===== src/design/clk_rst_pkg.sv =====
// Overview of operation
// software toggles internal clock 4 MHz / 37 kHz
// speed toggle only in internal oscillator mode
// switch waits two old, eight new ticks
// system clock and clock out halt meanwhile
// osc_speed_select bit picks fast or slow
// resistor-capacitor mode: pin is gpio or clock/4
// clock out runs at oscillator rate / 4
// six reset causes are told apart
// resets restore state, watchdog wake does not
// some registers survive every internal reset
// timeout and power-down flags mark cause
// master clear pin filtered against short glitches
// hold reset until supply good
// falling supply alone gives no reset
// power-up timer holds reset 72 ms
// power-up timer runs on own oscillator
// disable bit set turns power-up timer off
// enable power-up timer with brown-out (advice)
// internal mode makes nominal 4 MHz clock
// external party may drive oscillator input pin
// crystal modes wait 1024 input cycles
// power-on clears power-on flag, software sets it
// brown-out during timer restarts the timer
// release only when sources quiet, timers done
// speed switch makes no short clock pulse
package clk_rst_pkg;
  localparam int CLK_KHZ      = 125000;
  localparam int FAST_KHZ     = 4000;
  localparam int SLOW_KHZ     = 37;
  localparam int PUP_OSC_KHZ  = 37;
  localparam int PUP_MS       = 72;
  localparam int FILT_MIN_NS  = 2000;
  localparam int FAST_DIV     = CLK_KHZ / FAST_KHZ;
  localparam int SLOW_DIV     = CLK_KHZ / SLOW_KHZ;
  localparam int PUP_OSC_DIV  = CLK_KHZ / PUP_OSC_KHZ;
  localparam int PUP_TICKS    = PUP_MS * PUP_OSC_KHZ;
  localparam int FILT_CYC     = (FILT_MIN_NS * (CLK_KHZ / 1000) + 999) / 1000;
  localparam int STARTUP_CYC  = 1024;
  localparam int SW_OLD_TICKS = 2;
  localparam int SW_NEW_TICKS = 8;

  localparam logic [7:0] CFG_OFS    = 8'h00;
  localparam logic [7:0] PWRCTL_OFS = 8'h04;
  localparam logic [7:0] STAT_OFS   = 8'h08;
  localparam logic [7:0] KEEP_OFS   = 8'h0C;
  localparam logic [7:0] CFG_RST    = 8'h14;
  localparam int CFG_PUPDIS_BIT  = 3;
  localparam int CFG_BOEN_BIT    = 4;
  localparam int PC_BO_BIT       = 0;
  localparam int PC_PON_BIT      = 1;
  localparam int PC_SPD_BIT      = 3;
  localparam int ST_PDN_BIT      = 3;
  localparam int ST_TMO_BIT      = 4;
  localparam int ST_CAUSE_LSB    = 8;
  localparam int ST_BUSY_BIT     = 16;
  localparam int ST_FAST_BIT     = 17;
  localparam int ST_INRST_BIT    = 18;

  localparam logic [2:0] MODE_LOW_POWER_XTAL = 3'h0;
  localparam logic [2:0] MODE_XTAL           = 3'h1;
  localparam logic [2:0] MODE_FAST_XTAL      = 3'h2;
  localparam logic [2:0] MODE_EXT_CLOCK      = 3'h3;
  localparam logic [2:0] MODE_INT_GPIO       = 3'h4;
  localparam logic [2:0] MODE_INT_DIVIDED_CLOCK_OUT     = 3'h5;
  localparam logic [2:0] MODE_RESCAP_GPIO    = 3'h6;
  localparam logic [2:0] MODE_RESCAP_DIVIDED_CLOCK_OUT  = 3'h7;

  localparam logic [1:0] RESP_OKAY   = 2'h0;
  localparam logic [1:0] RESP_SLVERR = 2'h2;

  typedef enum logic [2:0] {SQ_SUPPLY, SQ_BROWN, SQ_PUP, SQ_START, SQ_HOLD, SQ_RUN} seq_t;
  typedef enum logic [1:0] {SW_IDLE, SW_OLD, SW_NEW} spd_t;
  typedef enum logic [2:0] {
    CAUSE_POWER_ON, CAUSE_PIN_RUN, CAUSE_PIN_SLEEP,
    CAUSE_WATCHDOG_RUN, CAUSE_WATCHDOG_WAKE, CAUSE_BROWN_OUT
  } cause_t;
endpackage


===== src/design/clk_rst_seq.sv =====
// Our own choices: the AXI4-Lite interface to the registers and the register addresses.
module clk_rst_seq
  import clk_rst_pkg::*;
#(
  parameter int FAST_DIV_P    = clk_rst_pkg::FAST_DIV,
  parameter int SLOW_DIV_P    = clk_rst_pkg::SLOW_DIV,
  parameter int PUP_OSC_DIV_P = clk_rst_pkg::PUP_OSC_DIV,
  parameter int PUP_TICKS_P   = clk_rst_pkg::PUP_TICKS,
  parameter int FILT_CYC_P    = clk_rst_pkg::FILT_CYC,
  parameter int START_CYC_P   = clk_rst_pkg::STARTUP_CYC
) (
  input  wire logic        MCLK,
  input  wire logic        RST_B,
  input  wire logic        AWVALID,
  output logic             AWREADY,
  input  wire logic [7:0]  AWADDR,
  input  wire logic        WVALID,
  output logic             WREADY,
  input  wire logic [31:0] WDATA,
  input  wire logic [3:0]  WSTRB,
  output logic             BVALID,
  input  wire logic        BREADY,
  output logic [1:0]       BRESP,
  input  wire logic        ARVALID,
  output logic             ARREADY,
  input  wire logic [7:0]  ARADDR,
  output logic             RVALID,
  input  wire logic        RREADY,
  output logic [31:0]      RDATA,
  output logic [1:0]       RRESP,
  input  wire logic        POWER_GOOD,
  input  wire logic        BROWN_OUT,
  input  wire logic        MASTER_CLEAR_B,
  input  wire logic        WATCHDOG_EXPIRED,
  input  wire logic        CORE_SLEEP,
  input  wire logic        OSC_IN_PIN,
  input  wire logic        GPIO_OUT,
  input  wire logic        GPIO_OE,
  output logic             SYS_CLK_EN,
  output logic             CORE_RST_B,
  output logic             OSC_OUT_PIN_O,
  output logic             OSC_OUT_PIN_OE
);
  import clk_rst_pkg::*;

  localparam int FW = $clog2(FAST_DIV_P + 1);
  localparam int SW = $clog2(SLOW_DIV_P + 1);
  localparam int PW = $clog2(PUP_OSC_DIV_P + 1);
  localparam int TW = $clog2(PUP_TICKS_P + 1);
  localparam int LW = $clog2(FILT_CYC_P + 1);
  localparam int OW = $clog2(START_CYC_P + 1);

  typedef struct packed {
    logic          awready;
    logic          wready;
    logic          bvalid;
    logic [1:0]    bresp;
    logic          arready;
    logic          rvalid;
    logic [1:0]    rresp;
    logic [31:0]   rdata;
    logic [2:0]    fosc;
    logic          pup_dis;
    logic          bo_en;
    logic          spd_sel;
    logic          pon_n;
    logic          bo_n;
    logic          tmo;
    logic          pdn;
    cause_t        cause;
    logic [7:0]    keep;
    logic [FW-1:0] fast_cnt;
    logic [SW-1:0] slow_cnt;
    logic [PW-1:0] pup_osc;
    logic [TW-1:0] pup_cnt;
    logic [OW-1:0] start_cnt;
    logic [LW-1:0] filt_cnt;
    seq_t          seq;
    logic          in_reset;
    logic          active_fast;
    spd_t          sw;
    logic [2:0]    sw_cnt;
    logic          clk_en;
    logic [1:0]    phase;
    logic          osc_in_d;
    logic          pin_o;
    logic          pin_oe;
  } state_t;

  state_t st_ff;
  state_t nxt_st;

  logic fast_tick, slow_tick, pup_tick, act_tick, osc_tick, pin_edge;
  logic internal, crystal, divided_clock_out_mode, gpio_mode, pin_rst, bo_evt;
  logic want_switch, run, wr_go, rd_go;

  // free-running dividers: the ticks exist even while the core is halted
  assign fast_tick = (st_ff.fast_cnt == FW'(FAST_DIV_P - 1));
  assign slow_tick = (st_ff.slow_cnt == SW'(SLOW_DIV_P - 1));
  assign pup_tick  = (st_ff.pup_osc == PW'(PUP_OSC_DIV_P - 1));
  assign act_tick  = st_ff.active_fast ? fast_tick : slow_tick;
  assign pin_edge  = OSC_IN_PIN & ~st_ff.osc_in_d;
  assign internal  = (st_ff.fosc == MODE_INT_GPIO) || (st_ff.fosc == MODE_INT_DIVIDED_CLOCK_OUT);
  assign crystal   = (st_ff.fosc < MODE_EXT_CLOCK);
  assign divided_clock_out_mode = (st_ff.fosc == MODE_INT_DIVIDED_CLOCK_OUT) || (st_ff.fosc == MODE_RESCAP_DIVIDED_CLOCK_OUT);
  assign gpio_mode = (st_ff.fosc == MODE_INT_GPIO) || (st_ff.fosc == MODE_RESCAP_GPIO)
                  || (st_ff.fosc == MODE_EXT_CLOCK);
  assign osc_tick  = internal ? act_tick : pin_edge;  // see R19
  assign pin_rst   = (st_ff.filt_cnt == LW'(FILT_CYC_P));
  assign bo_evt    = st_ff.bo_en & BROWN_OUT;
  assign want_switch = internal && (st_ff.spd_sel != st_ff.active_fast);  // see R02
  assign run       = (st_ff.seq == SQ_RUN) && (st_ff.sw == SW_IDLE) && !want_switch;
  assign wr_go     = st_ff.awready & AWVALID & st_ff.wready & WVALID;
  assign rd_go     = st_ff.arready & ARVALID;

  function automatic seq_t first_timer(input logic dis, input logic xtal);
    return seq_t'(!dis ? SQ_PUP : (xtal ? SQ_START : SQ_HOLD));
  endfunction

  always_comb begin
    nxt_st = st_ff;
    nxt_st.fast_cnt = fast_tick ? '0 : st_ff.fast_cnt + 1'b1;
    nxt_st.slow_cnt = slow_tick ? '0 : st_ff.slow_cnt + 1'b1;
    nxt_st.pup_osc  = pup_tick ? '0 : st_ff.pup_osc + 1'b1;
    nxt_st.osc_in_d = OSC_IN_PIN;

    // short low pulses never reach the counter's end
    if (MASTER_CLEAR_B) begin
      nxt_st.filt_cnt = '0;
    end else if (!pin_rst) begin
      nxt_st.filt_cnt = st_ff.filt_cnt + 1'b1;
    end

    // register bus: address and data are taken together
    nxt_st.awready = AWVALID & WVALID & ~st_ff.awready & ~st_ff.bvalid;
    nxt_st.wready  = AWVALID & WVALID & ~st_ff.awready & ~st_ff.bvalid;
    if (wr_go) begin
      nxt_st.bvalid = 1'b1;
      nxt_st.bresp  = RESP_OKAY;
      case (AWADDR)
        CFG_OFS: begin
          if (WSTRB[0]) begin
            nxt_st.fosc    = WDATA[2:0];
            nxt_st.pup_dis = WDATA[CFG_PUPDIS_BIT];
            nxt_st.bo_en   = WDATA[CFG_BOEN_BIT];
          end
        end
        PWRCTL_OFS: begin
          if (WSTRB[0]) begin
            nxt_st.bo_n    = WDATA[PC_BO_BIT];
            nxt_st.pon_n   = WDATA[PC_PON_BIT];
            nxt_st.spd_sel = WDATA[PC_SPD_BIT];
          end
        end
        STAT_OFS: ;
        KEEP_OFS: if (WSTRB[0]) nxt_st.keep = WDATA[7:0];
        default: nxt_st.bresp = RESP_SLVERR;
      endcase
    end else if (BREADY) begin
      nxt_st.bvalid = 1'b0;
    end

    nxt_st.arready = ARVALID & ~st_ff.arready & ~st_ff.rvalid;
    if (rd_go) begin
      nxt_st.rvalid = 1'b1;
      nxt_st.rresp  = RESP_OKAY;
      nxt_st.rdata  = '0;
      case (ARADDR)
        CFG_OFS: begin
          nxt_st.rdata[2:0]           = st_ff.fosc;
          nxt_st.rdata[CFG_PUPDIS_BIT] = st_ff.pup_dis;
          nxt_st.rdata[CFG_BOEN_BIT]  = st_ff.bo_en;
        end
        PWRCTL_OFS: begin
          nxt_st.rdata[PC_BO_BIT]  = st_ff.bo_n;
          nxt_st.rdata[PC_PON_BIT] = st_ff.pon_n;
          nxt_st.rdata[PC_SPD_BIT] = st_ff.spd_sel;
        end
        STAT_OFS: begin
          nxt_st.rdata[ST_PDN_BIT]            = st_ff.pdn;
          nxt_st.rdata[ST_TMO_BIT]            = st_ff.tmo;
          nxt_st.rdata[ST_CAUSE_LSB +: 3]     = st_ff.cause;
          nxt_st.rdata[ST_BUSY_BIT]           = (st_ff.sw != SW_IDLE);
          nxt_st.rdata[ST_FAST_BIT]           = st_ff.active_fast;
          nxt_st.rdata[ST_INRST_BIT]          = st_ff.in_reset;
        end
        KEEP_OFS: nxt_st.rdata[7:0] = st_ff.keep;
        default: nxt_st.rresp = RESP_SLVERR;
      endcase
    end else if (RREADY) begin
      nxt_st.rvalid = 1'b0;
    end

    // reset sequencer; counters idle at zero outside their state
    nxt_st.pup_cnt   = '0;
    nxt_st.start_cnt = '0;
    case (st_ff.seq)
      SQ_SUPPLY: begin
        // only a rising supply matters here; a later fall is ignored
        if (POWER_GOOD) begin
          nxt_st.seq = first_timer(st_ff.pup_dis, crystal);  // see R13
        end
      end
      SQ_BROWN: begin
        if (!BROWN_OUT) begin
          nxt_st.seq = first_timer(st_ff.pup_dis, crystal);
        end
      end
      SQ_PUP: begin
        nxt_st.pup_cnt = st_ff.pup_cnt + TW'(pup_tick);
        if (pup_tick && st_ff.pup_cnt == TW'(PUP_TICKS_P - 1)) begin
          nxt_st.seq = crystal ? SQ_START : SQ_HOLD;
        end
      end
      SQ_START: begin
        nxt_st.start_cnt = st_ff.start_cnt + OW'(pin_edge);
        if (pin_edge && st_ff.start_cnt == OW'(START_CYC_P - 1)) begin
          nxt_st.seq = st_ff.in_reset ? SQ_HOLD : SQ_RUN;
        end
      end
      SQ_HOLD: begin
        if (!pin_rst) begin
          nxt_st.seq      = SQ_RUN;
          nxt_st.in_reset = 1'b0;
        end
      end
      SQ_RUN: begin
        if (pin_rst) begin
          nxt_st.seq      = SQ_HOLD;
          nxt_st.in_reset = 1'b1;
          nxt_st.spd_sel  = 1'b1;
          nxt_st.cause    = CORE_SLEEP ? CAUSE_PIN_SLEEP : CAUSE_PIN_RUN;
          if (CORE_SLEEP) begin
            nxt_st.tmo = 1'b1;
            nxt_st.pdn = 1'b0;
          end
        end else if (WATCHDOG_EXPIRED) begin
          nxt_st.tmo = 1'b0;
          if (CORE_SLEEP) begin
            // wake resumes execution; registers stay as they are
            nxt_st.pdn   = 1'b0;
            nxt_st.cause = CAUSE_WATCHDOG_WAKE;
            if (crystal) begin
              nxt_st.seq = SQ_START;
            end
          end else begin
            nxt_st.seq      = SQ_HOLD;
            nxt_st.in_reset = 1'b1;
            nxt_st.spd_sel  = 1'b1;
            nxt_st.cause    = CAUSE_WATCHDOG_RUN;
          end
        end
      end
      default: nxt_st.seq = SQ_SUPPLY;
    endcase
    // brown-out outranks everything outside SQ_SUPPLY, and restarts any timer in progress
    if (bo_evt && st_ff.seq != SQ_SUPPLY) begin
      nxt_st.seq      = SQ_BROWN;
      nxt_st.in_reset = 1'b1;
      nxt_st.spd_sel  = 1'b1;
      nxt_st.bo_n     = 1'b0;
      nxt_st.tmo      = 1'b1;
      nxt_st.pdn      = 1'b1;
      nxt_st.cause    = CAUSE_BROWN_OUT;
    end

    // speed change counts whole ticks of the running source, so no runt edge
    case (st_ff.sw)
      SW_IDLE: begin
        if (want_switch) begin
          nxt_st.sw     = SW_OLD;
          nxt_st.sw_cnt = '0;
        end
      end
      SW_OLD: begin
        if (act_tick) begin
          nxt_st.sw_cnt = st_ff.sw_cnt + 1'b1;
          if (st_ff.sw_cnt == 3'(SW_OLD_TICKS - 1)) begin
            nxt_st.sw          = SW_NEW;  // see R03
            nxt_st.sw_cnt      = '0;
            nxt_st.active_fast = ~st_ff.active_fast;
          end
        end
      end
      SW_NEW: begin
        if (act_tick) begin
          nxt_st.sw_cnt = st_ff.sw_cnt + 1'b1;
          if (st_ff.sw_cnt == 3'(SW_NEW_TICKS - 1)) begin
            nxt_st.sw = SW_IDLE;
          end
        end
      end
      default: nxt_st.sw = SW_IDLE;
    endcase

    nxt_st.clk_en = osc_tick & run;
    if (osc_tick && run) begin
      nxt_st.phase = st_ff.phase + 1'b1;
    end
    if (divided_clock_out_mode) begin
      // moves only on a tick, so entering this mode makes no stray edge
      if (osc_tick && run) nxt_st.pin_o = nxt_st.phase[1];  // see R06
      nxt_st.pin_oe = 1'b1;
    end else if (gpio_mode) begin
      nxt_st.pin_o  = GPIO_OUT;
      nxt_st.pin_oe = GPIO_OE;
    end else begin
      nxt_st.pin_o  = 1'b0;
      nxt_st.pin_oe = 1'b0;
    end
  end

  // keep register is never cleared by an internal reset
  always_ff @(posedge MCLK or negedge RST_B) begin
    if (!RST_B) begin
      st_ff             <= '0;
      st_ff.fosc        <= CFG_RST[2:0];
      st_ff.pup_dis     <= CFG_RST[CFG_PUPDIS_BIT];
      st_ff.bo_en       <= CFG_RST[CFG_BOEN_BIT];
      st_ff.spd_sel     <= 1'b1;
      st_ff.active_fast <= 1'b1;
      st_ff.tmo         <= 1'b1;
      st_ff.pdn         <= 1'b1;
      st_ff.in_reset    <= 1'b1;
    end else begin
      st_ff <= nxt_st;
    end
  end

  assign AWREADY        = st_ff.awready;
  assign WREADY         = st_ff.wready;
  assign BVALID         = st_ff.bvalid;
  assign BRESP          = st_ff.bresp;
  assign ARREADY        = st_ff.arready;
  assign RVALID         = st_ff.rvalid;
  assign RDATA          = st_ff.rdata;
  assign RRESP          = st_ff.rresp;
  assign SYS_CLK_EN     = st_ff.clk_en;
  assign CORE_RST_B     = ~st_ff.in_reset;
  assign OSC_OUT_PIN_O  = st_ff.pin_o;
  assign OSC_OUT_PIN_OE = st_ff.pin_oe;
endmodule


===== config.mk =====
export PLATFORM = sky130hd
export DESIGN_NAME = clk_rst_seq
export DESIGN_NICKNAME = d
export VERILOG_FILES = /design/src/design/clk_rst_pkg.sv /design/src/design/clk_rst_seq.sv
export SDC_FILE = /design/constraint.sdc
export NUM_CORES = 1
export LEC_CHECK = 0
export BUFFER_PORTS_ARGS = -buffer_cell sky130_fd_sc_hd__buf_2
export CORE_UTILIZATION = 38
export CTS_BUF_LIST = sky130_fd_sc_hd__clkbuf_16
export DETAILED_ROUTE_END_ITERATION = 10
export REMOVE_ABC_BUFFERS = 1
export SYNTH_ARGS = -nofsm -noshare
export SYNTH_HDL_FRONTEND = slang
export SYNTH_SLANG_ARGS = --single-unit
export TNS_END_PERCENT = 1

===== constraint.sdc =====
create_clock -name MCLK -period 3.1 [get_ports MCLK]
set_input_delay 0.31 -clock MCLK [delete_from_list [all_inputs] [get_ports MCLK]]
set_output_delay 0.31 -clock MCLK [all_outputs]
set_load 0.01 [all_outputs]

==> metrics.yaml <==
ant_nets: 0
cts_max_level: 4
finalSetupTns_ns: 0
synth_edf_count: 0
synth_common_cells: "dfrtp_1 (110), nor2_1 (63), buf_4 (37)"
status: "finished with violations"
tightest_slew_ns: 0.6162
drive_gt1_share_pct: 21.57
die_area_um2: 16150
boundaryPins: 112
cts_tree: "done"
num_vias: 4150
synth_most_common_cell: "dfrtp_1"
relSlewSlack_pct: 58.92
pwr-share-clk_pct: 42.3
area_growth_pct: 15.24
wl_per_cell_um: 13.72
synth_top_cell_area_share_pct: 46.30
fmax_mhz: 401.8
startpoint_type: "register"
drv_slew: 0
crit_path_end: "st_ff[46]"
grt.overflow.total: 0
portBuffers: 64
synthFlopType: "dfrtp_1"
cp.arrival_ns: 2.76
violations: "hold timing"
num_rows: 45
die_height_um: 127.1
initial_core_util_pct: 38.97
synthesis.area_um2: 5946
avgSynthCellArea_um2: 10.54
sequentialPowerShare_pct: 42.3
cts_made_buffers: 17
synth_seq_cells: 117
switchingPower_mw: 1.144
worst_r2r_startpoint: "st_ff[49]"
drv_cap: 0
grt_pass1_vias: 4290
place_ws_ns: 0.6445
nFillCells: 1437
cp.required_ns: 3.37
p_int_mw: 2.974
cp-startpoint: "st_ff[49]"
min-delay-path-class: "in -> async"
grt_max_degree: 118
finalHoldViolCount: 7
cp_max_fo: 5
yosys_warnings: 0
post-cts-setup-buffer-count: 0
n_antenna_cell: 0
insertion_delay_ns: 0.41
ctsHoldBuffers: 0
nNetsFinal: 711
cts-root-buf: "clkbuf_16"
drc: 0
drtPass1Iterations: 4
setup_viol: 0
grt_first_pass_wirelength_um: 20070
finClkSkew_ns: 0.007410
cts.path.max_buffers: 2
place_congestion: 0.8003
antenna_found_initial: 1
p_leak_nw: 3.199
worstReg2RegEnd: "st_ff[46]"
async_flop_share_pct: 100.0
place_area_um2: 6325
detail_route.wirelength_um: 11610
fin_crit_sh_pct: 80.28
gr-usage-all-layers_pct: 15.76
yosysUniqueCellTypes: 64
ff2ff_path_depth: 8
seq_area_frac_synth_pct: 49.39
core_area_um2: 15260
finalWorstSetupSlack_ns: 0.6115
clock_sinks: 117
via_per_inst: 4.905
syn_inst: 564
drtIter0Drc: 150
rsz0062_at_grt: "no"
crit_type: "reg -> reg"
min_period_ns: 2.489
combPwrFrac_pct: 15.4
swShare_pct: 27.77
finalInstanceArea_um2: 6852
cts_resized: 0
path_clk_slew_ns: 0.06
synth_area_leaders: "dfrtp_1 (46%), buf_4 (4.7%), ha_1 (4.6%), mux2_2 (4.0%), nor2_1 (4.0%)"
powerDensity_nw_per_um2: 601.0
rrSetupSlack_ns: 0.61
dp.final_hpwl_um: 8166
end_kind: "register"
worst_hold_slack_ns: -0.007982
worst_ir_drop_vdd_mv: 0.4250
synth.largest_area_cell: "dfrtp_1"
die_w_um: 127.1
-- per-layer routing --
layer	vias to the layer above	share of wire [%]	GRT usage [%]
li1	2042	-	-
met1	2031	46	19.06
met2	62	47	25.79
met3	13	5.4	6.072
met4	2	1.1	5.252
met5	-	0.11	0
-- logic make-up (layout without fill, tap and decap cells) --
group,Yosys count,after routing,synth area share (%)
AO/OA/AOI/OAI,81,81,9.618
XOR/XNOR,43,43,6.334
adder cells (fa/ha/maj),22,22,4.630
buffers and inverters,77,129,7.365
flip-flops,117,117,49.39
multiplexers,29,29,5.535
other,1,20,0.06307
AND/OR/NAND/NOR,194,194,17.07
-- cell type report --
type	count	area [um2]	area share (%)
Sequential cell	117	2937	42.86
Multi-Input combinational cell	389	2643	38.57
Clock buffer	17	425.4	6.209
Timing Repair Buffer	70	380.4	5.552
Tap cell	211	264.0	3.853
Clock inverter	15	101.3	1.479
Inverter	27	101.3	1.479
-- placed cells by master (no fill, tap or decap), types with 4 or more instances in the layout --
| master | n |
|---|---|
| or4_1 | 4 |
| nand3_1 | 21 |
| nand2_1 | 35 |
| a22o_1 | 14 |
| a21oi_1 | 17 |
| mux2i_1 | 7 |
| nor3_1 | 7 |
| buf_4 | 6 |
| and3_1 | 6 |
| o21ai_0 | 23 |
| conb_1 | 20 |
| ha_1 | 22 |
| xor2_1 | 20 |
| xnor2_1 | 23 |
| nand4_1 | 14 |
| inv_1 | 31 |
| nor4_1 | 5 |
| o211ai_1 | 5 |
| mux2_2 | 21 |
| dfstp_2 | 7 |
| or3_1 | 9 |
| buf_2 | 63 |
| clkinv_2 | 5 |
| clkbuf_16 | 17 |
| dfrtp_1 | 110 |
| nor2_1 | 63 |
| nand3b_1 | 6 |
-- registers in the layout (all words and copies together), names as in the netlist --
| name | cells |
|---|---|
| st_ff | 94 |
| RDATA | 14 |
| ARREADY | 1 |
| BRESP | 1 |
| BVALID | 1 |
| OSC_OUT_PIN_O | 1 |
| OSC_OUT_PIN_OE | 1 |
| RRESP | 1 |
| RVALID | 1 |
| SYS_CLK_EN | 1 |
| WREADY | 1 |
-- power groups by stage --
stage	clock, mW	sequential, mW	combinational, mW
finish	1.74	1.74	0.632
global route	1.85	1.76	0.721
CTS	1.79	1.74	0.642
detailed placement	0	1.77	0.637
global placement	0	1.76	0.613
floorplan	0	1.74	0.456
-- worst min path at each step --
| stage | start | end | depth (start not counted) |
|---|---|---|---|
| after detailed placement | RST_B | st_ff[29] | 2 |
| after global placement | RVALID | ARREADY | 1 |
| after global routing | OSC_IN_PIN | st_ff[2] | 1 |
| final | RST_B | st_ff[29] | 2 |
| after CTS | RST_B | st_ff[29] | 2 |
| after floorplan | RST_B | ARREADY | 0 |
-- through the flow --
step | cells | power [mW] | hold slack [ns] | util (%)
6_report | 846 | 4.118 | -0.007982 | 44.90
5_1_grt | 846 | 4.331 | 0.03135 | 44.90
4_1_cts | 846 | 4.173 | 0.01232 | 44.90
3_5_place_dp | 814 | 2.406 | 0.4509 | 41.45
3_3_place_gp | 814 | 2.373 | 0.4397 | 41.45
2_1_floorplan | 533 | 2.194 | 0.01441 | -
-- worst max-delay path: stages, from the launching register on --
cell and delay [ns]:
dfrtp_1 0.42, or3_1 0.43, nor4_4 0.18, ha_1 0.23, and4_1 0.25, or3b_2 0.48
nor2_1 0.16, xnor2_1 0.13, nor2_1 0.07
Note: power is estimated with default switching activity, not from simulation.
